<file path="src/hw/gated_timer_pkg.sv">
/*
 * constants, register map and field layout of the gated sixteen-bit timer.
 * assumes a 32-bit ahb-lite register bus and a 20 MHz core clock.
 */
package gated_timer_pkg;

   localparam logic [7:0] COUNT_LOW_OFS  = 8'h00;
   localparam logic [7:0] COUNT_HIGH_OFS = 8'h04;
   localparam logic [7:0] TIMER_CTRL_OFS = 8'h08;
   localparam logic [7:0] GATE_CTRL_OFS  = 8'h0C;
   localparam logic [7:0] IRQ_STAT_OFS   = 8'h10;
   localparam logic [7:0] IRQ_MASK_OFS   = 8'h14;

   // timer control fields
   localparam int RUN_POS    = 0;
   localparam int UNSYNC_POS = 2;
   localparam int PRESC_LSB  = 4;
   localparam int CSEL_LSB   = 6;
   // gate control fields
   localparam int GSEL_LSB   = 0;
   localparam int GPOL_POS   = 6;
   localparam int GEN_POS    = 7;
   // status / mask bits
   localparam int OVF_POS    = 0;

   localparam logic [7:0]  TIMER_CTRL_RST = 8'h00;
   localparam logic [7:0]  GATE_CTRL_RST  = 8'h00;
   localparam logic [15:0] COUNT_RST      = 16'h0000;
   localparam logic [1:0]  INSTR_DIV      = 2'h3;

   localparam logic [1:0] CSEL_INSTR = 2'h0;
   localparam logic [1:0] CSEL_SYS   = 2'h1;
   localparam logic [1:0] CSEL_EXT   = 2'h2;
   localparam logic [1:0] CSEL_TEMP  = 2'h3;

   localparam logic [1:0] HTRANS_NONSEQ = 2'h2;
endpackage

</file>
<file path="src/hw/gated_timer.sv">
/*
 * gated sixteen-bit timer/counter with prescaler, gate selection and overflow interrupt,
 * reached as an ahb-lite slave. assumes a single clk domain; pins arrive asynchronous.
 */
// Local design decisions: the address map and the AHB-Lite interface to the registers.
`timescale 1ns/1ns
`default_nettype none

module gated_timer (
   input  wire logic        clk,
   input  wire logic        rst,
   input  wire logic        hsel,
   input  wire logic [31:0] haddr,
   input  wire logic [1:0]  htrans,
   input  wire logic        hwrite,
   input  wire logic [2:0]  hsize,
   input  wire logic [31:0] hwdata,
   input  wire logic        hready,
   output logic      [31:0] hrdata,
   output logic             hreadyout,
   output logic             hresp,
   input  wire logic        external_clock_pin,
   input  wire logic        temp_osc_clk,
   input  wire logic        gate_input,
   input  wire logic        timer0_overflow,
   input  wire logic        comp1_out,
   input  wire logic        comp2_out,
   input  wire logic        sleep_mode,
   output logic      [15:0] time_base,
   output logic             wake_req,
   output logic             irq
);

   ////////////////////////////////////////////////////////////////////////////
   // pin synchronisers: stage one read only by stage two
   logic [4:0] pin_s1_r;
   logic [4:0] pin_s2_r;
   logic [4:0] pin_raw;
   assign pin_raw = {comp2_out, comp1_out, gate_input, temp_osc_clk, external_clock_pin};

   always_ff @(posedge clk) begin
      if (rst) begin
         pin_s1_r <= 5'h00;
         pin_s2_r <= 5'h00;
      end else begin
         pin_s1_r <= pin_raw;
         pin_s2_r <= pin_s1_r;
      end
   end

   // extra stage for edge detection of the synchronised external clock and temperature oscillator
   logic       ext_sync_d_r;
   logic       temp_d_r;
   always_ff @(posedge clk) begin
      if (rst) begin
         ext_sync_d_r <= 1'b0;
         temp_d_r     <= 1'b0;
      end else begin
         ext_sync_d_r <= pin_s2_r[0];
         temp_d_r     <= pin_s2_r[1];
      end
   end

   ////////////////////////////////////////////////////////////////////////////
   // bus slave
   logic [7:0]  timer_ctrl_r;
   logic [7:0]  timer_ctrl_nxt;
   logic [7:0]  gate_ctrl_r;
   logic [7:0]  gate_ctrl_nxt;
   logic        stat_r;
   logic        stat_nxt;
   logic        mask_r;
   logic        mask_nxt;
   logic        wr_pend_r;
   logic        wr_pend_nxt;
   logic [7:0]  wr_ofs_r;
   logic [7:0]  wr_ofs_nxt;
   logic [31:0] hrdata_r;
   logic [31:0] hrdata_nxt;
   logic [15:0] count_r;
   logic [15:0] count_nxt;
   logic [2:0]  presc_r;
   logic [2:0]  presc_nxt;
   logic [1:0]  instr_r;
   logic [1:0]  instr_nxt;
   logic        wake_r;
   logic        wake_nxt;

   logic        addr_phase;
   logic        wr_low;
   logic        wr_high;
   assign addr_phase = hsel && hready && htrans == gated_timer_pkg::HTRANS_NONSEQ;
   assign wr_low  = wr_pend_r && wr_ofs_r == gated_timer_pkg::COUNT_LOW_OFS;
   assign wr_high = wr_pend_r && wr_ofs_r == gated_timer_pkg::COUNT_HIGH_OFS;

   // control fields
   logic       run_bit;
   logic       unsync_bit;
   logic       gate_enable_bit;
   logic       gate_polarity_bit;
   logic [1:0] prescale_field;
   logic [1:0] clock_select_field;
   logic [1:0] gate_select_field;
   assign run_bit            = timer_ctrl_r[gated_timer_pkg::RUN_POS];
   assign unsync_bit         = timer_ctrl_r[gated_timer_pkg::UNSYNC_POS];
   assign prescale_field     = timer_ctrl_r[gated_timer_pkg::PRESC_LSB +: 2];
   assign clock_select_field = timer_ctrl_r[gated_timer_pkg::CSEL_LSB +: 2];
   assign gate_select_field  = gate_ctrl_r[gated_timer_pkg::GSEL_LSB +: 2];
   assign gate_polarity_bit  = gate_ctrl_r[gated_timer_pkg::GPOL_POS];
   assign gate_enable_bit    = gate_ctrl_r[gated_timer_pkg::GEN_POS];

   ////////////////////////////////////////////////////////////////////////////
   // clock source, gate and prescaler
   function automatic logic [7:0] prescale_mask(input logic [1:0] sel);
      case (sel)
         2'h0:    prescale_mask = 8'h00;
         2'h1:    prescale_mask = 8'h01;
         2'h2:    prescale_mask = 8'h03;
         default: prescale_mask = 8'h07;
      endcase
   endfunction

   logic ext_rise;
   logic temp_rise;
   logic src_tick;
   logic gate_raw;
   logic gate_active;
   logic count_en;
   logic presc_tick;
   logic overflow;
   // unsynchronised mode takes the edge from stage two, the same edge as synchronised mode
   assign ext_rise  = unsync_bit ? (pin_s2_r[0] && !ext_sync_d_r) : (ext_sync_d_r && !pin_s2_r[0] ? 1'b0
                      : pin_s2_r[0] && !ext_sync_d_r);
   assign temp_rise = pin_s2_r[1] && !temp_d_r;

   always_comb begin
      case (clock_select_field)
         gated_timer_pkg::CSEL_INSTR: src_tick = instr_r == gated_timer_pkg::INSTR_DIV;
         gated_timer_pkg::CSEL_SYS:   src_tick = 1'b1;
         gated_timer_pkg::CSEL_EXT:   src_tick = ext_rise;
         default:                     src_tick = temp_rise;
      endcase
      case (gate_select_field)
         2'h0:    gate_raw = pin_s2_r[2];
         2'h1:    gate_raw = timer0_overflow;
         2'h2:    gate_raw = pin_s2_r[3];
         default: gate_raw = pin_s2_r[4];
      endcase
   end

   assign gate_active = gate_raw ~^ gate_polarity_bit;
   assign count_en    = run_bit && (!gate_enable_bit || gate_active);
   assign presc_tick  = count_en && src_tick
                        && ({5'h00, presc_r} & prescale_mask(prescale_field)) == prescale_mask(prescale_field);
   assign overflow    = presc_tick && count_r == 16'hFFFF && !(wr_low || wr_high);

   always_comb begin
      instr_nxt = instr_r + 2'h1;
      presc_nxt = presc_r;
      count_nxt = count_r;
      if (count_en && src_tick)
         presc_nxt = presc_tick ? 3'h0 : presc_r + 3'h1;
      if (presc_tick)
         count_nxt = count_r + 16'h0001;
      if (wr_low) begin
         count_nxt[7:0] = hwdata[7:0];
         presc_nxt      = 3'h0;
      end
      if (wr_high) begin
         count_nxt[15:8] = hwdata[7:0];
         presc_nxt       = 3'h0;
      end
   end

   ////////////////////////////////////////////////////////////////////////////
   // register file
   always_comb begin
      timer_ctrl_nxt = timer_ctrl_r;
      gate_ctrl_nxt  = gate_ctrl_r;
      mask_nxt       = mask_r;
      stat_nxt       = stat_r;
      wr_pend_nxt    = addr_phase && hwrite;
      wr_ofs_nxt     = addr_phase ? haddr[7:0] : wr_ofs_r;
      hrdata_nxt     = hrdata_r;
      wake_nxt       = wake_r;
      if (wr_pend_r) begin
         case (wr_ofs_r)
            gated_timer_pkg::TIMER_CTRL_OFS: timer_ctrl_nxt = hwdata[7:0];
            gated_timer_pkg::GATE_CTRL_OFS:  gate_ctrl_nxt  = hwdata[7:0];
            gated_timer_pkg::IRQ_MASK_OFS:   mask_nxt       = hwdata[gated_timer_pkg::OVF_POS];
            gated_timer_pkg::IRQ_STAT_OFS: begin
               if (hwdata[gated_timer_pkg::OVF_POS]) begin
                  stat_nxt = 1'b0;
                  wake_nxt = 1'b0;
               end
            end
            default: ;
         endcase
      end
      if (overflow) begin
         stat_nxt = 1'b1;
         if (clock_select_field == gated_timer_pkg::CSEL_EXT && unsync_bit && sleep_mode)
            wake_nxt = 1'b1;
      end
      if (addr_phase && !hwrite) begin
         case (haddr[7:0])
            gated_timer_pkg::COUNT_LOW_OFS:  hrdata_nxt = {24'h000000, count_r[7:0]};
            gated_timer_pkg::COUNT_HIGH_OFS: hrdata_nxt = {24'h000000, count_r[15:8]};
            gated_timer_pkg::TIMER_CTRL_OFS: hrdata_nxt = {24'h000000, timer_ctrl_r};
            gated_timer_pkg::GATE_CTRL_OFS:  hrdata_nxt = {24'h000000, gate_ctrl_r};
            gated_timer_pkg::IRQ_STAT_OFS:   hrdata_nxt = {31'h00000000, stat_r};
            gated_timer_pkg::IRQ_MASK_OFS:   hrdata_nxt = {31'h00000000, mask_r};
            default:                         hrdata_nxt = 32'h00000000;
         endcase
      end
   end

   always_ff @(posedge clk) begin
      if (rst) begin
         timer_ctrl_r <= gated_timer_pkg::TIMER_CTRL_RST;
         gate_ctrl_r  <= gated_timer_pkg::GATE_CTRL_RST;
         stat_r       <= 1'b0;
         mask_r       <= 1'b0;
         wr_pend_r    <= 1'b0;
         wr_ofs_r     <= 8'h00;
         hrdata_r     <= 32'h00000000;
         count_r      <= gated_timer_pkg::COUNT_RST;
         presc_r      <= 3'h0;
         instr_r      <= 2'h0;
         wake_r       <= 1'b0;
      end else begin
         timer_ctrl_r <= timer_ctrl_nxt;
         gate_ctrl_r  <= gate_ctrl_nxt;
         stat_r       <= stat_nxt;
         mask_r       <= mask_nxt;
         wr_pend_r    <= wr_pend_nxt;
         wr_ofs_r     <= wr_ofs_nxt;
         hrdata_r     <= hrdata_nxt;
         count_r      <= count_nxt;
         presc_r      <= presc_nxt;
         instr_r      <= instr_nxt;
         wake_r       <= wake_nxt;
      end
   end

   assign hrdata    = hrdata_r;
   assign hreadyout = 1'b1;
   assign hresp     = 1'b0;
   assign time_base = count_r;
   assign wake_req  = wake_r;
   assign irq       = stat_r && mask_r;

   ////////////////////////////////////////////////////////////////////////////
   // checks
   run_off_a: assert property (@(posedge clk) disable iff (rst)
      !run_bit && !wr_low && !wr_high |=> count_r == $past(count_r))
      else $error("counter moved while stopped");
   gate_hold_a: assert property (@(posedge clk) disable iff (rst)
      run_bit && gate_enable_bit && !gate_active && !wr_low && !wr_high |=> $stable(count_r))
      else $error("counter moved with gate inactive");
   sys_count_a: assert property (@(posedge clk) disable iff (rst)
      run_bit && !gate_enable_bit && clock_select_field == gated_timer_pkg::CSEL_SYS
      && prescale_field == 2'h0 && !wr_pend_r |=> count_r == $past(count_r) + 16'h0001)
      else $error("system clock count missed");
   low_write_a: assert property (@(posedge clk) disable iff (rst)
      wr_low |=> count_r[7:0] == $past(hwdata[7:0]))
      else $error("low byte write lost");
   high_write_a: assert property (@(posedge clk) disable iff (rst)
      wr_high |=> count_r[15:8] == $past(hwdata[7:0]) && presc_r == 3'h0)
      else $error("high byte write lost");
   ovf_flag_a: assert property (@(posedge clk) disable iff (rst)
      overflow |=> stat_r && count_r == 16'h0000)
      else $error("overflow flag not set");
   wake_cause_a: assert property (@(posedge clk) disable iff (rst)
      $rose(wake_r) |-> $past(clock_select_field) == gated_timer_pkg::CSEL_EXT && $past(unsync_bit))
      else $error("wake without async external clock");
   presc_div_a: assert property (@(posedge clk) disable iff (rst)
      presc_tick && prescale_field == 2'h3 |-> presc_r == 3'h7 ##1 presc_r == 3'h0)
      else $error("divide by eight out of step");

   // counting source, gate and prescaler checks
   instr_step_a: assert property (@(posedge clk) disable iff (rst)
      $changed(count_r) && !$past(wr_pend_r) && $past(clock_select_field) == gated_timer_pkg::CSEL_INSTR
      |-> $past(instr_r) == gated_timer_pkg::INSTR_DIV)
      else $error("instruction clock step off phase");
   ext_step_a: assert property (@(posedge clk) disable iff (rst)
      $changed(count_r) && !$past(wr_pend_r) && $past(clock_select_field) == gated_timer_pkg::CSEL_EXT
      |-> $past(ext_rise))
      else $error("external count without pin edge");
   temp_step_a: assert property (@(posedge clk) disable iff (rst)
      $changed(count_r) && !$past(wr_pend_r) && $past(clock_select_field) == gated_timer_pkg::CSEL_TEMP
      |-> $past(temp_rise))
      else $error("oscillator count without edge");
   no_enable_a: assert property (@(posedge clk) disable iff (rst)
      !count_en && !wr_low && !wr_high |=> $stable(count_r))
      else $error("counter moved while disabled");
   gate_pol_a: assert property (@(posedge clk) disable iff (rst)
      run_bit && gate_enable_bit && gate_raw != gate_polarity_bit |-> !count_en)
      else $error("inactive gate level counted");
   gate_src_a: assert property (@(posedge clk) disable iff (rst)
      gate_select_field == 2'h1 |-> gate_raw == timer0_overflow)
      else $error("gate source select wrong");
   write_presc_a: assert property (@(posedge clk) disable iff (rst)
      wr_low || wr_high |=> presc_r == 3'h0)
      else $error("prescaler not cleared by write");
   div_two_a: assert property (@(posedge clk) disable iff (rst)
      count_en && src_tick && prescale_field == 2'h1 && presc_r == 3'h1 && !wr_low && !wr_high
      |=> count_r == $past(count_r) + 16'h0001)
      else $error("divide by two step missed");

   // bus and flag checks
   read_low_a: assert property (@(posedge clk) disable iff (rst)
      addr_phase && !hwrite && haddr[7:0] == gated_timer_pkg::COUNT_LOW_OFS
      |=> hrdata == {24'h000000, $past(count_r[7:0])})
      else $error("low byte read wrong");
   read_high_a: assert property (@(posedge clk) disable iff (rst)
      addr_phase && !hwrite && haddr[7:0] == gated_timer_pkg::COUNT_HIGH_OFS
      |=> hrdata == {24'h000000, $past(count_r[15:8])})
      else $error("high byte read wrong");
   bus_okay_a: assert property (@(posedge clk) disable iff (rst)
      hreadyout && !hresp)
      else $error("bus answer not okay");
   stat_rise_a: assert property (@(posedge clk) disable iff (rst)
      $rose(stat_r) |-> $past(overflow))
      else $error("flag set without overflow");
   stat_hold_a: assert property (@(posedge clk) disable iff (rst)
      stat_r && !(wr_pend_r && wr_ofs_r == gated_timer_pkg::IRQ_STAT_OFS && hwdata[gated_timer_pkg::OVF_POS])
      |=> stat_r)
      else $error("flag cleared without software");
   wake_hold_a: assert property (@(posedge clk) disable iff (rst)
      wake_r && !(wr_pend_r && wr_ofs_r == gated_timer_pkg::IRQ_STAT_OFS && hwdata[gated_timer_pkg::OVF_POS])
      |=> wake_r)
      else $error("wake dropped without software");
   write_wins_a: assert property (@(posedge clk) disable iff (rst)
      presc_tick && count_r == 16'hFFFF && (wr_low || wr_high) && !stat_r |=> !stat_r)
      else $error("flag set despite count write");
   base_out_a: assert property (@(posedge clk) disable iff (rst)
      time_base == count_r && irq == (stat_r && mask_r))
      else $error("time base or irq mismatch");

endmodule

`default_nettype wire

</file>
<file path="config.mk">
export PLATFORM = sky130hd
export DESIGN_NAME = gated_timer
export DESIGN_NICKNAME = d
export VERILOG_FILES = /design/src/hw/gated_timer_pkg.sv /design/src/hw/gated_timer.sv
export SDC_FILE = /design/constraint.sdc
export NUM_CORES = 1
export LEC_CHECK = 0
export BUFFER_PORTS_ARGS = -buffer_cell sky130_fd_sc_hd__buf_2
export CELL_PAD_IN_SITES_DETAIL_PLACEMENT = 1
export CELL_PAD_IN_SITES_GLOBAL_PLACEMENT = 2
export CORE_MARGIN = 2
export CORE_UTILIZATION = 29
export DETAILED_ROUTE_END_ITERATION = 12
export PLACE_DENSITY = 0.85
export SETUP_SLACK_MARGIN = 0.3
export SLEW_MARGIN = 20
export SYNTH_ARGS = -nofsm -noshare
export SYNTH_HDL_FRONTEND = slang
export SYNTH_SLANG_ARGS = --single-unit
</file>
<file path="constraint.sdc">
create_clock -name clk -period 4.5 [get_ports clk]
set_clock_uncertainty 0.2 [all_clocks]
set_input_delay 0.45 -clock clk [delete_from_list [all_inputs] [get_ports clk]]
set_output_delay 0.45 -clock clk [all_outputs]
set_load 0.01 [all_outputs]
</file>
== Word-level counts from Yosys, hierarchy flattened ==
Index checks and enable logic that the tools add are counted.

* Input port bits: 81
* Bits in registers: 93

* Eq/ne operators: 20
* $add $sub $neg: 3
* Bitwise logic cells: 2
* Reduce and logical (&&, ||, !) cells: 40
* Mux-type cells: 19

{| class="wikitable"
|+ Operators with widths
! kind !! number
|-
| 8-bit case mux with 6 select lines || 1
|-
| 8-bit by 4-bit equality test with 1-bit output (second input constant) || 4
|-
| 8-bit by 5-bit equality test with 1-bit output (second input constant) || 4
|-
| 1-bit logical AND || 17
|-
| 16-bit by 1-bit adder with 16-bit output (second input constant) || 1
|-
| 16-bit equality test (second input constant) || 1
|-
| 8-bit by 3-bit equality test with 1-bit output (second input constant) || 2
|-
| 8-bit logical NOT || 2
|-
| 16-bit 2-to-1 mux || 1
|-
| 8-bit 2-to-1 mux || 2
|-
| 1-bit 2-to-1 mux || 11
|-
| 2-bit equality test (second input constant) || 5
|-
| 2-bit nonzero test || 5
|-
| 3-bit case mux with 3 select lines || 1
|-
| 3-bit by 8-bit AND with 8-bit output || 1
|-
| 8-bit equality test || 1
|-
| 2-bit by 1-bit equality test with 1-bit output (second input constant) || 3
|-
| 1-bit logical NOT || 6
|-
| 2-bit logical NOT || 3
|-
| 1-bit case mux with 3 select lines || 2
|-
| 2-bit AND reduction || 3
|-
| 3-bit by 1-bit adder with 3-bit output (second input constant) || 1
|-
| 3-bit 2-to-1 mux || 1
|-
| 3-bit AND reduction || 1
|-
| other kinds (4) || 5
|}

== Depth between registers and ports, before layout ==
* Depth after elaboration: 11
* Depth in mapped cells: 8
* Gate-level depth less buffers: 7

== Least setup slack after synthesis ==
No wires, ideal clock.

* Path kind: register to register
* Start: register timer_ctrl_r[6]
* End: register wake_r, in the netlist wake_req
* Stages on the path, launching flop included: 7
* Path buffers: 0
* Clock period less this slack: 1,998 ps
* Arrival: 1,730 ps
* Data required time: 4,233 ps
* Setup time: 67 ps
* Slack: 2,502 ps
* Cell sequence: dfxtp_1 -> or3b_4 -> a31oi_4 -> o221a_4 -> nand3_2 -> or3_4 -> o21ai_2

* Word-level cells in the longest chain between the ends: 7
* Elaborated cells on any way between the ends: 12
* Classes of those cells: 2 x eq/ne; 3 x mux; 7 x reduce/logical

{| class="wikitable"
|+ Ends and longest elaborated chain
! item !! RTL line !! text
|-
| from (decl) || gated_timer.sv:66 || <nowiki>logic [7:0] timer_ctrl_r;</nowiki>
|-
| from (signal assigned) || gated_timer.sv:220 || <nowiki>timer_ctrl_r <= gated_timer_pkg::TIMER_CTRL_RST;</nowiki>
|-
| from (signal assigned) || gated_timer.sv:232 || <nowiki>timer_ctrl_r <= timer_ctrl_nxt;</nowiki>
|-
| 2-bit equality test (tied with other cells) || gated_timer.sv:137, gated_timer.sv:202 ||
|-
| 1-bit case mux with 3 select lines || gated_timer.sv:137 || <nowiki>case (clock_select_field)</nowiki>
|-
| 1-bit logical AND || gated_timer.sv:153 || <nowiki>assign presc_tick = count_en && src_tick</nowiki>
|-
| 1-bit logical AND || gated_timer.sv:154 || <nowiki>&& ({5'h00, presc_r} & prescale_mask(prescale_field)) == prescale_mask(prescale_field);</nowiki>
|-
| 1-bit logical AND (2 in a row) || gated_timer.sv:155 || <nowiki>assign overflow = presc_tick && count_r == 16'hFFFF && !(wr_low || wr_high);</nowiki>
|-
| 1-bit 2-to-1 mux * || gated_timer.sv:200 || <nowiki>if (overflow) begin</nowiki>
|-
| to (signal assigned) || gated_timer.sv:242 || <nowiki>wake_r <= wake_nxt;</nowiki>
|-
| to (decl) || gated_timer.sv:86 || <nowiki>logic wake_r;</nowiki>
|}

Every way passes the cells marked *; elsewhere a longest branch is shown, timed or not.
A chain may end at the register's enable or synchronous reset.

== Worst setup path in the final report ==
Ends and elaborated chain as after synthesis.

==> metrics list <==
* CP cell instances: or3b_4, a31oi_4, o221a_4, nand3_2, or3_4, o21ai_2
- The total area inside the core boundary comes to 11400 sq um.
* Port Buf Inserts: 55
- Total iterations of the first detailed-routing run: 4
- Clock tree from TritonCTS: yes
- Element type at the critical path start: register
- Number of flip-flops and latches in the synthesized netlist: 69
* Shortest clock period the worst path allows after layout: 2.27 ns
- Tcrit/Tclk final: 50.5%
- Clock sink count: 69
- Fraction of power consumed by the clock network: 51.4%
* Slew margin rel.: 32.5%
- Number of setup violations in the final report: 0
* Share of layout cells above drive strength 1: 20.5%
- Mapped cell area: 3360 sq um
- Counting flops with an async set or reset pin after synthesis yields a share of 0%.
- For this run, design rule violations remaining after detail routing come to 0.
- Combinational power share: 5.1%
* Synthesized area per cell: 8.78 sq um
- Highest-delay cell along the critical path: sky130_fd_sc_hd__or3b_4
* Final hold violation count: 0
- Synthesis produced 383 cells.
- Least setup slack across all paths after layout: 2.23 ns
- The initial antenna violation count came to 0.
- Setup Crit Path Kind: register to register
- Synthesis-to-finish area growth: 17.9%
- Gpl congestion: 0.774
- The run finished with clean final reports.
- At the placement stage, the worst setup path has a slack of 2.09 ns.
- VDD sags by at most 0.000203 V.
* CTS Root Buffer Type: sky130_fd_sc_hd__clkbuf_16
- During I/O placement, the number of pins put on the boundary was 133.
* Kind of end point of the critical path: register
- Final Routed Wirelength: 9.14 mm
* Count of vias placed by the detailed router: 2798
- Clock input transition at the sequential cells of the worst setup and hold paths: 0.06 ns
* HPWL reported at the end of detailed placement: 6.63 mm
- Max-cap violations in this run came to 0.
- Total clock buffers created by CTS: 9
* Maximum frequency from static timing analysis: 0.440 GHz
- Measured along the y axis, the die boundary spans 112 microns.
* Post-synth top area cell: sky130_fd_sc_hd__dfxtp_1
- The tightest min-delay check is of the input port to register type.
- Setup repair after global routing left no endpoint under its margin.
* Fill cell count: 1358
- Skew-Pair Late Insertion Delay: 0.33 ns
- The first global-routing pass estimated 14.8 mm of wire.
- Setup tns final: 0 ns
* Power per cell area: 366 nW/um^2
* Total GRT Usage: 15.1%
* Kind of cell adding the most delay to the critical path: simple AND/OR/NAND/NOR gates
* Fraction of power consumed by sequential logic: 43.5%
- Data arrives at the worst endpoint at 2.34 ns.
- Summing the sequential cell areas from Yosys gives 41.1% of the chip area.
- Count of routing violations after the opening detailed-route iteration: 162
- Number of antenna repair diodes: 0
* Maximum number of pins on one net before global-route repair: 56
- GRT Residual Overflow: 0
* Die Area: 12500 sq um
- On the worst path, the slowest cell contributes a delay of 0.43 ns.
* CTS H-Tree Depth: 3
- Net load switching power: 317 uW
- During synthesis, Yosys emitted a total of 0 warnings.
- Initial cell density of the core: 29.6%
- The most used flip-flop cell after synthesis is sky130_fd_sc_hd__dfxtp_1.
- Net switching is 21.9% of the power.
* Vias in the first global route: 2767
* Dpl cells: 565
- Final instance count without filler cells: 581
* Die width: 112 microns
* Crit path buf inv count: 0
* Clock Path Buffers: 2
- Post-route ant nets: 0
- Slew Limit Fails: 0
- After clock tree synthesis, the repair step resized 0 gates.
* Int Pwr: 1130 uW
* Post-CTS Setup Inserts: 0
- Largest fanout on the critical path: 13
* Post-layout utilization of the core: 34.9%
* Mean number of vias per cell: 4.82
* Count of different cell masters after synthesis: 51
- Wirelength per Cell: 15.7 microns
- In this run, synthesis inferred 0 flip-flops with an integrated enable.
* Largest cells by area after synthesis: sky130_fd_sc_hd__dfxtp_1, sky130_fd_sc_hd__nand2_1, sky130_fd_sc_hd__buf_4, sky130_fd_sc_hd__mux4_2, sky130_fd_sc_hd__mux2i_1
- Summed over all cells, the static leakage comes to 0.00161 uW.
- Hold timing on the final database bottoms out at a slack of 0.141 ns.
* Required time at the endpoint of the critical path: 4.57 ns
- Of the post-synthesis cell area, the dominant cell type holds 41.1%.
* Final net count: 517
* Hold-fix buffers, CTS: 0
- For the pin with the worst max-slew slack, the measured transition is 1.01 ns.
- After floorplanning, the core was divided into 39 placement rows.
- Most numerous cell types in the synthesized netlist: sky130_fd_sc_hd__dfxtp_1, sky130_fd_sc_hd__nand2_1, sky130_fd_sc_hd__nor2_1
- sky130_fd_sc_hd__dfxtp_1 is the most common cell in the netlist.
[routing by layer]
metal | wire length, microns | GRT usage [%] | part of all wire, %
met3 | 397 | 3.65 | 4.3
met5 | 0 | 0 | 0
met1 | 4230 | 19.7 | 46
met2 | 4380 | 24.7 | 48
met4 | 128 | 4.86 | 1.4
[cells by family (layout without fill, tap and decap cells)]
| logic type | count (synthesis) | after routing | share of synthesized area (%) |
|---|---|---|---|
| compound gates | 60 | 60 | 11.5 |
| xor+xnor | 16 | 16 | 4.17 |
| fa+ha+maj | 3 | 3 | 1.12 |
| buf+inv | 50 | 81 | 8.75 |
| flops | 69 | 69 | 41.1 |
| mux | 20 | 20 | 8.67 |
| other cells | 2 | 26 | 0.223 |
| simple gates | 163 | 163 | 24.5 |
[final cells by class]
class,count,area (sq um),area share (%)
Inverter,9,33.8,0.853
Tap cell,143,179,4.52
Timing Repair Buffer,56,283,7.14
Clock inverter,4,72.6,1.83
Multi-Input combinational cell,288,1780,44.8
Sequential cell,69,1380,34.9
Clock buffer,12,236,5.97
[through the flow]
step,power (uW),instance area [sq um]
floorplan,701,3450
global placement,715,3650
detailed placement,717,3650
CTS,1460,3960
global route,1500,3960
finish,1450,3960
[sequential cells by signal (all words and copies together) (netlist names)]
register      flops
gate_ctrl_r       8
time_base        16
pin_s1_r          5
wr_ofs_r          8
stat_r            1
wr_pend_r         1
presc_r           3
pin_s2_r          5
hrdata            8
temp_d_r          1
instr_r           2
ext_sync_d_r      1
timer_ctrl_r      8
mask_r            1
wake_req          1
[power by group through the flow]
stage / logic, uW / registers [uW] / clock network [uW]
6_report: 73.8 / 630 / 745
2_1_floorplan: 60.4 / 641 / 0
3_3_place_gp: 72.1 / 642 / 0
5_1_grt: 82.4 / 631 / 788
3_5_place_dp: 74.2 / 643 / 0
4_1_cts: 74.3 / 630 / 759
[path summary, 6_finish.rpt]
check	from	end	slack, ns	cells after the start
worst max-delay path	timer_ctrl_r[6]$_SDFFE_PP0P_	wake_req$_SDFF_PP0_	2.23	6
worst min-delay path	comp2_out	pin_s1_r[4]$_SDFF_PP0_	0.14	2
worst max register to register	timer_ctrl_r[6]$_SDFFE_PP0P_	wake_req$_SDFF_PP0_	2.23	6
worst min register to register	instr_r[0]$_SDFF_PP0_	instr_r[0]$_SDFF_PP0_	0.23	1
[placed cells by master (no fill, tap or decap), drive strengths merged, types with 2 or more instances in the layout]
cell type   n
xor2       12
nand3       6
nand4b      4
nor3b       3
nand2b      3
mux2i      13
mux4        7
conb       26
ha          3
bufinv      2
or2         2
nor2b      15
and4        2
a211oi      6
nand2      68
inv         9
nor2       30
and3        5
o21ai      22
a21oi      20
dfxtp      69
a31oi       4
buf        56
nor3        5
and2        5
xnor2       4
nand4      10
clkbuf     12
Note: power is estimated with default switching activity, not from simulation.
